## src/rtl/lpmc_defs.svh

```systemverilog
// constants for the low-power mode controller
`ifndef LPMC_DEFS_SVH
`define LPMC_DEFS_SVH

// ----------------------------------------
// mode encodings (gray along run, stop, recover)
// ----------------------------------------
`define LPMC_MODE_RUN     2'h0
`define LPMC_MODE_STOP    2'h1
`define LPMC_MODE_RECOVER 2'h3
`define LPMC_MODE_WAIT    2'h2

// ----------------------------------------
// stop recovery counts, in oscillator cycles
// ----------------------------------------
`define LPMC_REC_W        13
`define LPMC_REC_LONG     13'h1000
`define LPMC_REC_SHORT    13'h0020
`define LPMC_REC_ZERO     13'h0000
`define LPMC_REC_ONE      13'h0001

`endif

```

## src/rtl/lpmc_pkg.sv

```systemverilog
// types for the low-power mode controller
package lpmc_pkg;
  `include "lpmc_defs.svh"

  typedef enum logic [1:0] {
    LPMC_RUN     = `LPMC_MODE_RUN,
    LPMC_STOP    = `LPMC_MODE_STOP,
    LPMC_RECOVER = `LPMC_MODE_RECOVER,
    LPMC_WAIT    = `LPMC_MODE_WAIT
  } lpmc_mode_t;

  typedef struct packed {
    logic bus_clock_in_stop_enable;
    logic oscillator_run_in_stop;
    logic stop_enable;
    logic short_stop_recovery;
    logic clock_source_select;
    logic pll_power_bit;
    logic ext_int_mask;
    logic keypad_int_mask;
    logic watchdog_enable;
    logic supply_monitor_enable;
    logic supply_reset_enable;
    logic break_enable;
  } lpmc_cfg_t;

  typedef struct packed {
    logic ext_irq;
    logic keypad_irq;
    logic serial_irq;
    logic spi_irq;
    logic timer_irq;
    logic converter_irq;
    logic timebase_irq;
    logic generator_irq;
    logic break_irq;
    logic watchdog_timeout;
  } lpmc_wake_t;

  typedef struct packed {
    logic core;
    logic bus;
    logic osc;
    logic pll;
    logic pll_sel;
    logic osc_out;
    logic gen_out;
    logic gen_int;
    logic wdg;
  } lpmc_clk_t;

  typedef struct packed {
    logic serial_freeze;
    logic spi_freeze;
    logic timer_freeze;
    logic break_active;
    logic timebase_run;
    logic timebase_locked;
    logic conv_active;
  } lpmc_periph_t;

  typedef struct packed {
    logic int_mask_clr;
    logic int_mask_set;
    logic conv_abort;
    logic conv_settle;
    logic wdg_prescale_clr;
    logic spi_reset;
    logic sys_reset;
  } lpmc_event_t;

  typedef struct packed {
    lpmc_mode_t   mode;
    logic         from_reset;
    logic         rst_s1;
    logic         rst_s2;
    logic         low_s1;
    logic         low_s2;
    lpmc_clk_t    clk;
    lpmc_periph_t periph;
    lpmc_event_t  ev;
  } lpmc_state_t;

  typedef struct packed {
    logic [`LPMC_REC_W-1:0] cnt;
  } lpmc_rec_state_t;
endpackage

```

## src/rtl/lpmc_recovery_counter.sv

```systemverilog
// stop recovery counter holding off the system clocks
`timescale 1ns/10ps
module lpmc_recovery_counter
  import lpmc_pkg::*;
(
  input  wire logic core_clk_in,
  input  wire logic srst_in,
  input  wire logic load_in,
  input  wire logic short_in,
  output logic      done_out
);
  lpmc_rec_state_t s_q;
  lpmc_rec_state_t s_d;

  always_comb begin
    s_d = s_q;
    if (load_in) begin
      s_d.cnt = short_in ? `LPMC_REC_SHORT : `LPMC_REC_LONG;
    end else if (s_q.cnt != `LPMC_REC_ZERO) begin
      s_d.cnt = s_q.cnt - `LPMC_REC_ONE;
    end
  end

  always_ff @(posedge core_clk_in) begin
    if (srst_in) begin
      s_q <= '0;
    end else begin
      s_q <= s_d;
    end
  end

  assign done_out = (s_q.cnt == `LPMC_REC_ZERO);
endmodule

```

## src/rtl/lpmc_top.sv

```systemverilog
// low-power mode controller: run, wait and stop sequencing
`timescale 1ns/10ps
module lpmc_top
  import lpmc_pkg::*;
(
  input  wire logic   core_clk_in,
  input  wire logic   srst_in,
  input  wire logic   wait_exec_in,
  input  wire logic   stop_exec_in,
  input  wire logic   ext_reset_pin_n_in,
  input  wire logic   supply_low_in,
  input  lpmc_cfg_t   cfg_in,
  input  lpmc_wake_t  wake_in,
  output lpmc_mode_t  mode_out,
  output lpmc_clk_t   clk_ctrl_out,
  output lpmc_periph_t periph_ctrl_out,
  output lpmc_event_t event_out
);
  // ----------------------------------------
  // state and recovery counter
  // ----------------------------------------
  lpmc_state_t s_q;
  lpmc_state_t s_d;
  logic        reset_any;
  logic        ext_wake;
  logic        stop_wake;
  logic        wait_wake;
  logic        rec_load;
  logic        rec_done;
  logic        run_like;

  lpmc_recovery_counter u_rec (
    .core_clk_in (core_clk_in),
    .srst_in     (srst_in),
    .load_in     (rec_load),
    .short_in    (cfg_in.short_stop_recovery),
    .done_out    (rec_done)
  );

  // ----------------------------------------
  // next state
  // ----------------------------------------
  always_comb begin
    s_d       = s_q;
    s_d.ev    = '0;
    rec_load  = 1'b0;
    // pin and comparator levels come from outside the clock domain
    s_d.rst_s1 = ~ext_reset_pin_n_in;
    s_d.rst_s2 = s_q.rst_s1;
    s_d.low_s1 = supply_low_in;
    s_d.low_s2 = s_q.low_s1;
    // watchdog can only time out while its clock runs
    reset_any = s_q.rst_s2
              | (cfg_in.supply_monitor_enable & cfg_in.supply_reset_enable
                 & s_q.low_s2)
              | (cfg_in.watchdog_enable & wake_in.watchdog_timeout
                 & s_q.clk.wdg);
    ext_wake  = (wake_in.ext_irq & ~cfg_in.ext_int_mask)
              | (wake_in.keypad_irq & ~cfg_in.keypad_int_mask);
    // timebase wakes stop only if the oscillator keeps it counting
    stop_wake = ext_wake
              | (wake_in.timebase_irq & cfg_in.oscillator_run_in_stop);
    wait_wake = ext_wake | wake_in.serial_irq
              | wake_in.spi_irq | wake_in.timer_irq
              | wake_in.converter_irq | wake_in.timebase_irq
              | wake_in.generator_irq | wake_in.break_irq;
    s_d.ev.sys_reset = reset_any;
    case (s_q.mode)
      LPMC_RUN: begin
        if (reset_any) begin
          s_d.mode = LPMC_RUN;
        end else if (wait_exec_in) begin
          s_d.mode            = LPMC_WAIT;
          s_d.ev.int_mask_clr = 1'b1;
        end else if (stop_exec_in && cfg_in.stop_enable) begin
          s_d.mode                = LPMC_STOP;
          s_d.ev.int_mask_clr     = 1'b1;
          s_d.ev.conv_abort       = 1'b1;
          s_d.ev.wdg_prescale_clr = 1'b1;
        end
      end
      LPMC_WAIT: begin
        if (reset_any) begin
          s_d.mode            = LPMC_RUN;
          s_d.ev.int_mask_set = 1'b1;
        end else if (wait_wake) begin
          s_d.mode = LPMC_RUN;
        end
      end
      LPMC_STOP: begin
        if (reset_any) begin
          s_d.mode            = LPMC_RECOVER;
          s_d.from_reset      = 1'b1;
          s_d.ev.int_mask_set = 1'b1;
          s_d.ev.spi_reset    = 1'b1;
          rec_load            = 1'b1;
        end else if (stop_wake) begin
          s_d.mode       = LPMC_RECOVER;
          s_d.from_reset = 1'b0;
          rec_load       = 1'b1;
        end
      end
      LPMC_RECOVER: begin
        // clocks stay inhibited until the oscillator has settled
        if (rec_done) begin
          s_d.mode           = LPMC_RUN;
          s_d.ev.conv_settle = ~s_q.from_reset;
        end
      end
      default: begin
        s_d.mode = LPMC_RUN;
      end
    endcase
    // clock gating follows the next mode so outputs stay registered
    run_like          = (s_d.mode == LPMC_RUN) || (s_d.mode == LPMC_WAIT);
    s_d.clk.core      = (s_d.mode == LPMC_RUN);
    s_d.clk.osc       = run_like || (s_d.mode == LPMC_RECOVER)
                      || cfg_in.oscillator_run_in_stop;
    s_d.clk.bus       = run_like
                      || ((s_d.mode == LPMC_STOP)
                          && cfg_in.bus_clock_in_stop_enable
                          && cfg_in.oscillator_run_in_stop);
    s_d.clk.pll       = run_like && cfg_in.pll_power_bit;
    s_d.clk.pll_sel   = s_d.clk.pll && cfg_in.clock_source_select;
    s_d.clk.osc_out   = s_d.clk.osc;
    s_d.clk.gen_out   = s_d.clk.bus;
    s_d.clk.gen_int   = s_d.clk.pll;
    s_d.clk.wdg       = run_like;
    // peripherals freeze rather than reset, so their registers survive
    s_d.periph.serial_freeze    = ~run_like;
    s_d.periph.spi_freeze       = ~run_like;
    s_d.periph.timer_freeze     = ~run_like;
    s_d.periph.break_active     = run_like && cfg_in.break_enable;
    s_d.periph.timebase_run     = run_like
                                || ((s_d.mode == LPMC_STOP)
                                    && cfg_in.oscillator_run_in_stop);
    s_d.periph.timebase_locked  = (s_d.mode != LPMC_RUN);
    s_d.periph.conv_active      = run_like;
  end

  always_ff @(posedge core_clk_in) begin
    if (srst_in) begin
      s_q                     <= '0;
      s_q.mode                <= LPMC_RUN;
      s_q.clk.core            <= 1'b1;
      s_q.clk.bus             <= 1'b1;
      s_q.clk.osc             <= 1'b1;
      s_q.clk.osc_out         <= 1'b1;
      s_q.clk.gen_out         <= 1'b1;
      s_q.clk.wdg             <= 1'b1;
      s_q.periph.timebase_run <= 1'b1;
      s_q.periph.conv_active  <= 1'b1;
    end else begin
      s_q <= s_d;
    end
  end

  assign mode_out        = s_q.mode;
  assign clk_ctrl_out    = s_q.clk;
  assign periph_ctrl_out = s_q.periph;
  assign event_out       = s_q.ev;
endmodule
```

## config.mk

```make
export PLATFORM = sky130hd
export DESIGN_NAME = lpmc_top
export DESIGN_NICKNAME = d
export VERILOG_FILES = /design/src/rtl/lpmc_pkg.sv /design/src/rtl/lpmc_recovery_counter.sv /design/src/rtl/lpmc_top.sv
export VERILOG_INCLUDE_DIRS = /design/src /design/src/rtl
export SDC_FILE = /design/constraint.sdc
export NUM_CORES = 1
export LEC_CHECK = 0
export BUFFER_PORTS_ARGS = -buffer_cell sky130_fd_sc_hd__buf_2
export CAP_MARGIN = 10
export CORE_UTILIZATION = 55
export DETAILED_ROUTE_END_ITERATION = 8
export GPL_ROUTABILITY_DRIVEN = 0
export GPL_TIMING_DRIVEN = 1
export HOLD_SLACK_MARGIN = 0.12
export PLACE_DENSITY = 0.84
export SLEW_MARGIN = 20
export SYNTH_ARGS = -nofsm -noshare
export SYNTH_HDL_FRONTEND = slang
export SYNTH_SLANG_ARGS = --single-unit
```

## constraint.sdc

```tcl
create_clock -name core_clk_in -period 4.8 [get_ports core_clk_in]
set_clock_uncertainty 0.05 [all_clocks]
set_input_delay 0 -clock core_clk_in [delete_from_list [all_inputs] [get_ports core_clk_in]]
set_output_delay 0 -clock core_clk_in [all_outputs]
set_load 0.01 [all_outputs]
```

==> metrics.md, run 1 <==
| Metric | Value |
|---|---|
| Worst-path cell chain | inv_1 > ha_1 > nor4b_2 > o2111ai_1 > a2bb2oi_2 > o31a_4 > a311o_1 > dlygate4sd3_1 |
| Logic gate share of total power | 34.7% |
| Residual DRC | 0 |
| Die Y | 58.8 um |
| PortBufs | 52 |
| Wire per inst | 12.8 um |
| TNS Setup | 0 ns |
| Slew at the pin closest to its max-slew limit | 0.523 ns |
| WL final | 3.60 mm |
| CP max FO | 6 |
| CP Launch Type | register |
| Required time worst endpoint | 4.99 ns |
| Worst hold path startpoint | cfg_in[3] |
| Crit path launch | mode_out[0]$_SDFF_PP0_ |
| Starting Density | 58.1% |
| Peak VDD IR | 0.395 mV |
| Post-synth ARST share | 0% |
| P_int | 592 uW |
| Yosys top cell area share | 40.6% |
| FF-to-FF Start | mode_out[0]$_SDFF_PP0_ |
| Largest stage delay on the critical path | 0.55 ns |
| GRT Util Overall | 23.8% |
| Maxcap violations | 0 |
| DRT iter0 DRCs | 37 |
| Die Span X | 58.8 um |
| DRT antenna net count | 0 |
| Critical Path AT | 2.95 ns |
| Antenna cells | 0 |
| # setup viols final | 0 |
| RSZ-0062 raised after global routing | false |
| Flop pwr share | 42.2% |
| Nets | 271 |
| Synth cell types | 46 |
| First-pass GRT wire length | 6.16 mm |
| Grt peak-use layer | met2 |
| Slew Limit Fails | 0 |
| Leakage | 0.00101 uW |
| Switching pwr | 297 uW |
| Clk sink count | 36 |
| Via Count | 1,456 |
| Vias in the first global route | 1,438 |
| Slack of the critical path | 2.04 ns |
| Largest net degree at the start of global routing | 16 |
| Register bit count reported by yosys | 36 |
| Yosys top cell by area | dfxtp_1 |
| Via density | 5.18 |
| Number of flops mapped to enable cells by yosys | 0 |
| Minimum clock period | 2.76 ns |
| Register area share after synthesis | 40.6% |
| Synth warn | 0 |
| Clk pwr share | 23.1% |
| Commonest register cell after synthesis | dfxtp_1 |
| Syn Nets | 219 |
| CTS Buf Count | 5 |
| Clock transition at path regs | 0.11 ns |
| Mapped Cells | 184 |
| CTS tree | done |
| M3 GR Usage | 6.59% |
| Clock insertion delay at the later pin of the skew report | 0.34 ns |
| Setup repair bufs after CTS | 0 |
| Share of layout cells above drive strength 1 | 31.2% |
| Count of final hold-check violations | 0 |
| Full die area | 3450 um2 |
| DP Worst Slack | 2.67 ns |
| Core Region | 3050 um2 |
| Max_slew headroom | 64.7% |
| Met2 usage in global routing | 40.6% |
| Net Sw Frac | 33.4% |
| Maximum buffer depth of the clock tree | 2 |
| Share of the core filled with cells | 71.6% |
| Final period utilization | 57.4% |
| Clock root buffer | clkbuf_4 |
| Met1 usage in global routing | 27.8% |
| Synthesized cell area | 1770 um2 |
| Outcome | finished, final reports clean |
| Post-CTS resize count | 0 |
| Area Overhead vs Synth | 23.3% |
| IO Count | 53 |
| Synth Area per Inst | 9.64 um2 |
| Core Rows | 20 |
| Tightest Hold Check Type | in -> reg |
| Setup Crit Path Kind | reg -> reg |
| Antenna violations before repair | 0 |
| P per Cell Area | 407 nW/um2 |
| Hpwl dp | 2.33 mm |
| GRT Residual Overflow | 0 |
| Critical path endpoint category | register |
| Hold-fix buffers at CTS | 23 |
| Fill cell count | 249 |
| Htree depth | 2 |
| First-pass iteration count of the detailed router | 4 |
| R2R setup slack | 2.04 ns |
| CP max-delay cell | dlygate4sd3_1 |
| Fmax | 363 MHz |
| Synth area leaders | dfxtp_1, buf_4, ha_1, nor2_1, xor2_1 |
==> cell families (layout without fill, tap and decap cells) <==
logic type	count (synthesis)	in the layout	share of synthesized area, %
and+or+nand+nor	66	66	22.5
DFF	36	36	40.6
buffers and inverters	38	91	13.5
xor gates and xnor gates	9	9	4.45
adders and majority gates	7	7	4.94
AOI/OAI and AO/OA	27	27	13.3
muxes	1	1	0.635
==> per-layer routing <==
layer,wire [um],up-vias
met5,0,-
met1,1570,666
li1,-,719
met3,244,8
met2,1710,63
met4,75,0
==> power groups by stage <==
stage / combinational [uW] / sequential [uW] / clock (uW)
2_1_floorplan: 245 / 374 / 0
3_3_place_gp: 280 / 378 / 0
3_5_place_dp: 287 / 380 / 0
4_1_cts: 308 / 374 / 208
5_1_grt: 349 / 381 / 223
6_report: 309 / 375 / 205
==> registers in the layout, summed over array words and instances, names as in the netlist <==
| signal | count |
|---|---|
| clk_ctrl_out | 5 |
| event_out | 6 |
| mode_out | 2 |
| periph_ctrl_out | 5 |
| s_d | 2 |
| s_q | 3 |
| u_rec.s_q | 13 |
==> cells in the mapped netlist, types with 2 or more instances <==
cell type  count
dfxtp_1       36
buf_4         25
nor2_1        20
nand2_1        9
inv_1          8
ha_1           7
xor2_1         7
nand3_1        6
a21oi_1        4
and3_1         4
nand4_1        4
nor2b_1        4
clkbuf_1       3
nand3b_1       3
nor3_1         3
a211oi_1       2
and2_1         2
buf_2          2
nor4_2         2
o2111ai_1      2
o21a_1         2
o21ai_0        2
o311ai_0       2
o31ai_2        2
xnor2_1        2
==> cell type report <==
cell class | count | area (um2) | area share (%)
Inverter | 8 | 30.0 | 1.37
Tap cell | 44 | 55.1 | 2.52
Timing Repair Buffer | 75 | 490 | 22.4
Clock buffer | 6 | 41.3 | 1.89
Sequential cell | 36 | 721 | 33.0
Multi-Input combinational cell | 110 | 813 | 37.2
Clock inverter | 2 | 35.0 | 1.60
==> per-stage QoR <==
step / instances / hold slack [ns] / cell area [um2] / total power (uW)
finish: 281 / 0.217 / 2190 / 889
global route: 281 / 0.229 / 2190 / 953
CTS: 281 / 0.208 / 2190 / 889
detailed placement: 250 / 0.102 / 1880 / 666
global placement: 250 / 0.103 / 1880 / 658
floorplan: 184 / 0.0167 / 1770 / 618
==> final timing paths <==
kind                                      to  depth (start not counted)
setup reg to reg  clk_ctrl_out[2]$_SDFF_PP1_                          8
setup / recovery  clk_ctrl_out[2]$_SDFF_PP1_                          8
hold reg to reg           s_q[23]$_SDFF_PP0_                          1
hold / removal       event_out[5]$_SDFF_PP0_                          4
==> worst max-delay path, delay by kind of cell (launching register included) <==
family / cells / cell delay [ns]
AOI/OAI and AO/OA: 4 / 1.08
buffers and inverters: 2 / 0.76
DFF: 1 / 0.37
and+or+nand+nor: 1 / 0.21
adders and majority gates: 1 / 0.19
==> cell usage in the layout, fill, tap and decap left out, types with 2 or more instances in the layout <==
| cell | n |
|---|---|
| buf_2 | 52 |
| dfxtp_1 | 36 |
| dlygate4sd3_1 | 23 |
| nor2_1 | 20 |
| nand2_1 | 9 |
| inv_1 | 8 |
| xor2_1 | 7 |
| ha_1 | 7 |
| nand3_1 | 6 |
| clkbuf_4 | 5 |
| nand4_1 | 4 |
| nor2b_1 | 4 |
| and3_1 | 4 |
| a21oi_1 | 4 |
| nand3b_1 | 3 |
| nor3_1 | 3 |
| o21ai_0 | 2 |
| and2_1 | 2 |
| o31ai_2 | 2 |
| nor4_2 | 2 |
| a211oi_1 | 2 |
| xnor2_1 | 2 |
| o2111ai_1 | 2 |
| o21a_1 | 2 |
| o311ai_0 | 2 |
(Power assumes the default switching activity.)
==> run 2: changes to the inputs <==
--- a/config.mk
+++ b/config.mk
@@ -8,12 +8,12 @@
 export LEC_CHECK = 0
 export BUFFER_PORTS_ARGS = -buffer_cell sky130_fd_sc_hd__buf_2
 export CAP_MARGIN = 10
-export CORE_UTILIZATION = 55
+export CORE_UTILIZATION = 46
 export DETAILED_ROUTE_END_ITERATION = 8
 export GPL_ROUTABILITY_DRIVEN = 0
 export GPL_TIMING_DRIVEN = 1
 export HOLD_SLACK_MARGIN = 0.12
-export PLACE_DENSITY = 0.84
+export PLACE_DENSITY = 0.75
 export SLEW_MARGIN = 20
 export SYNTH_ARGS = -nofsm -noshare
 export SYNTH_HDL_FRONTEND = slang
==> constraint.sdc (replaced) <==
create_clock -name core_clk_in -period 2.45 [get_ports core_clk_in]
set_clock_uncertainty 0.05 [all_clocks]
set_input_delay 0 -clock core_clk_in [delete_from_list [all_inputs] [get_ports core_clk_in]]
set_output_delay 0 -clock core_clk_in [all_outputs]
set_load 0.01 [all_outputs]
==> metrics.md, run 2 (synthesis gave the netlist of run 1 again) <==
| Metric | Value |
|---|---|
| Outcome | finished, final reports clean |
| Final period utilization | 87.0% |
| Slew Limit Fails | 0 |
| Setup repair bufs after CTS | 0 |
| Critical Path AT | 2.26 ns |
| First-pass iteration count of the detailed router | 4 |
| WHS Path Cells | 4 |
| Clock transition at path regs | 0.07 ns |
| Most frequent cells in the layout | buf_2, dfxtp_1, nor2_1 |
| CP Launch Type | register |
| Starting Density | 48.1% |
| Clk sink count | 36 |
| Share of layout cells above drive strength 1 | 33.0% |
| R2R depth | 7 |
| GRT Residual Overflow | 0 |
| R2R setup slack | 0.32 ns |
| Largest net degree at the start of global routing | 16 |
| P per Cell Area | 925 nW/um2 |
| Slew at the pin closest to its max-slew limit | 0.462 ns |
| CP max FO | 6 |
| Maxcap violations | 0 |
| PortBufs | 52 |
| IO Count | 53 |
| Core Rows | 22 |
| # setup viols final | 0 |
| Required time worst endpoint | 2.58 ns |
| Grt peak-use layer | met2 |
| Nets | 267 |
| Max_slew headroom | 68.8% |
| Die Y | 64.1 um |
| RSZ-0062 raised after global routing | false |
| Via Count | 1,388 |
| Max reg flops | 13 |
| DRT iter0 DRCs | 53 |
| Vias in the first global route | 1,269 |
| WL final | 3.51 mm |
| Peak VDD IR | 0.431 mV |
| Clock root buffer | clkbuf_8 |
| Tightest Hold Check Type | in -> reg |
| Via density | 4.94 |
| Maximum buffer depth of the clock tree | 2 |
| Met2 usage in global routing | 26.5% |
| Wire per inst | 12.5 um |
| Full die area | 4110 um2 |
| Core Region | 3690 um2 |
| Die Span X | 64.1 um |
| Most flops, register | u_rec.s_q |
| Hpwl dp | 2.44 mm |
| Residual DRC | 0 |
| Share of the core filled with cells | 60.4% |
| DRT antenna net count | 0 |
| CTS Buf Count | 5 |
| Count of final hold-check violations | 0 |
| TNS Setup | 0 ns |
| Leakage | 0.00104 uW |
| Htree depth | 2 |
| Setup Crit Path Kind | reg -> reg |
| Most common cell after layout, fill and taps aside | buf_2 |
| Antenna cells | 0 |
| Critical path endpoint category | register |
| CTS tree | done |
| Clock insertion delay at the later pin of the skew report | 0.29 ns |
| Fmax | 469 MHz |
| GRT Util Overall | 18.1% |
| First-pass GRT wire length | 5.73 mm |
| Antenna violations before repair | 0 |
| Minimum clock period | 2.13 ns |
| Area Overhead vs Synth | 25.7% |
| Met1 usage in global routing | 24.5% |
| M3 GR Usage | 4.64% |
==> run 2: cell types whose count changed in the layout (fill, tap and decap cells not counted) <==
cell,before,now
clkinv_2,1,0
clkbuf_1,1,0
bufinv_16,1,3
buf_4,0,2
clkbuf_8,0,5
dlygate4sd3_1,23,17
clkbuf_4,5,0
==> run 2: final cells by class <==
cell class	count	area, um2
clock buffers	5	68.8
clock inverters	3	90.1
fillers	314	1460
inverters	8	30.0
multi-input cells	110	813
flip-flops and latches	36	721
well taps	48	60.1
repair buffers	71	445
==> run 2: worst max-delay path: stages, from the launching register on <==
cell and delay (ns):
dfxtp_1 0.35, inv_1 0.21, ha_1 0.18, nor4b_2 0.17, o2111ai_1 0.17, a2bb2oi_2 0.20, o31a_4 0.37, a311o_1 0.32
==> run 2: worst paths after layout <==
check	from	endpoint
worst max-delay path	mode_out[0]$_SDFF_PP0_	clk_ctrl_out[2]$_SDFF_PP1_
worst min-delay path	wake_in[0]	event_out[0]$_SDFF_PP0_
worst max register to register	mode_out[0]$_SDFF_PP0_	clk_ctrl_out[2]$_SDFF_PP1_
worst min register to register	s_q[27]$_SDFFE_PP0P_	event_out[3]$_SDFF_PP0_
==> run 2: what timing repair did <==
item	CTS	global route
hold buffers	17	0
resized for setup	0	0
hold endpoints to repair	20	0
==> run 2: routing by layer <==
layer,share of wire [%],vias up
li1,-,712
met1,48,622
met2,45,47
met3,5.4,7
met4,1.6,0
met5,0,-
==> run 2: power breakdown <==
group          switching, uW  internal [uW]  leakage [uW]
Clock                    214            509     0.0000784
Sequential              73.0            661      0.000295
Combinational            315            289      0.000662
Total                    602           1460       0.00104
==> run 2: metrics by stage <==
step	instances	hold slack, ns	setup slack (ns)	power [uW]	cell area, um2
floorplan	184	0.0167	0.503	1210	1770
global placement	256	0.104	0.391	1310	1900
detailed placement	256	0.108	0.315	1320	1900
CTS	281	0.138	0.305	2070	2230
global route	281	0.171	0.198	2170	2230
finish	281	0.143	0.318	2060	2230
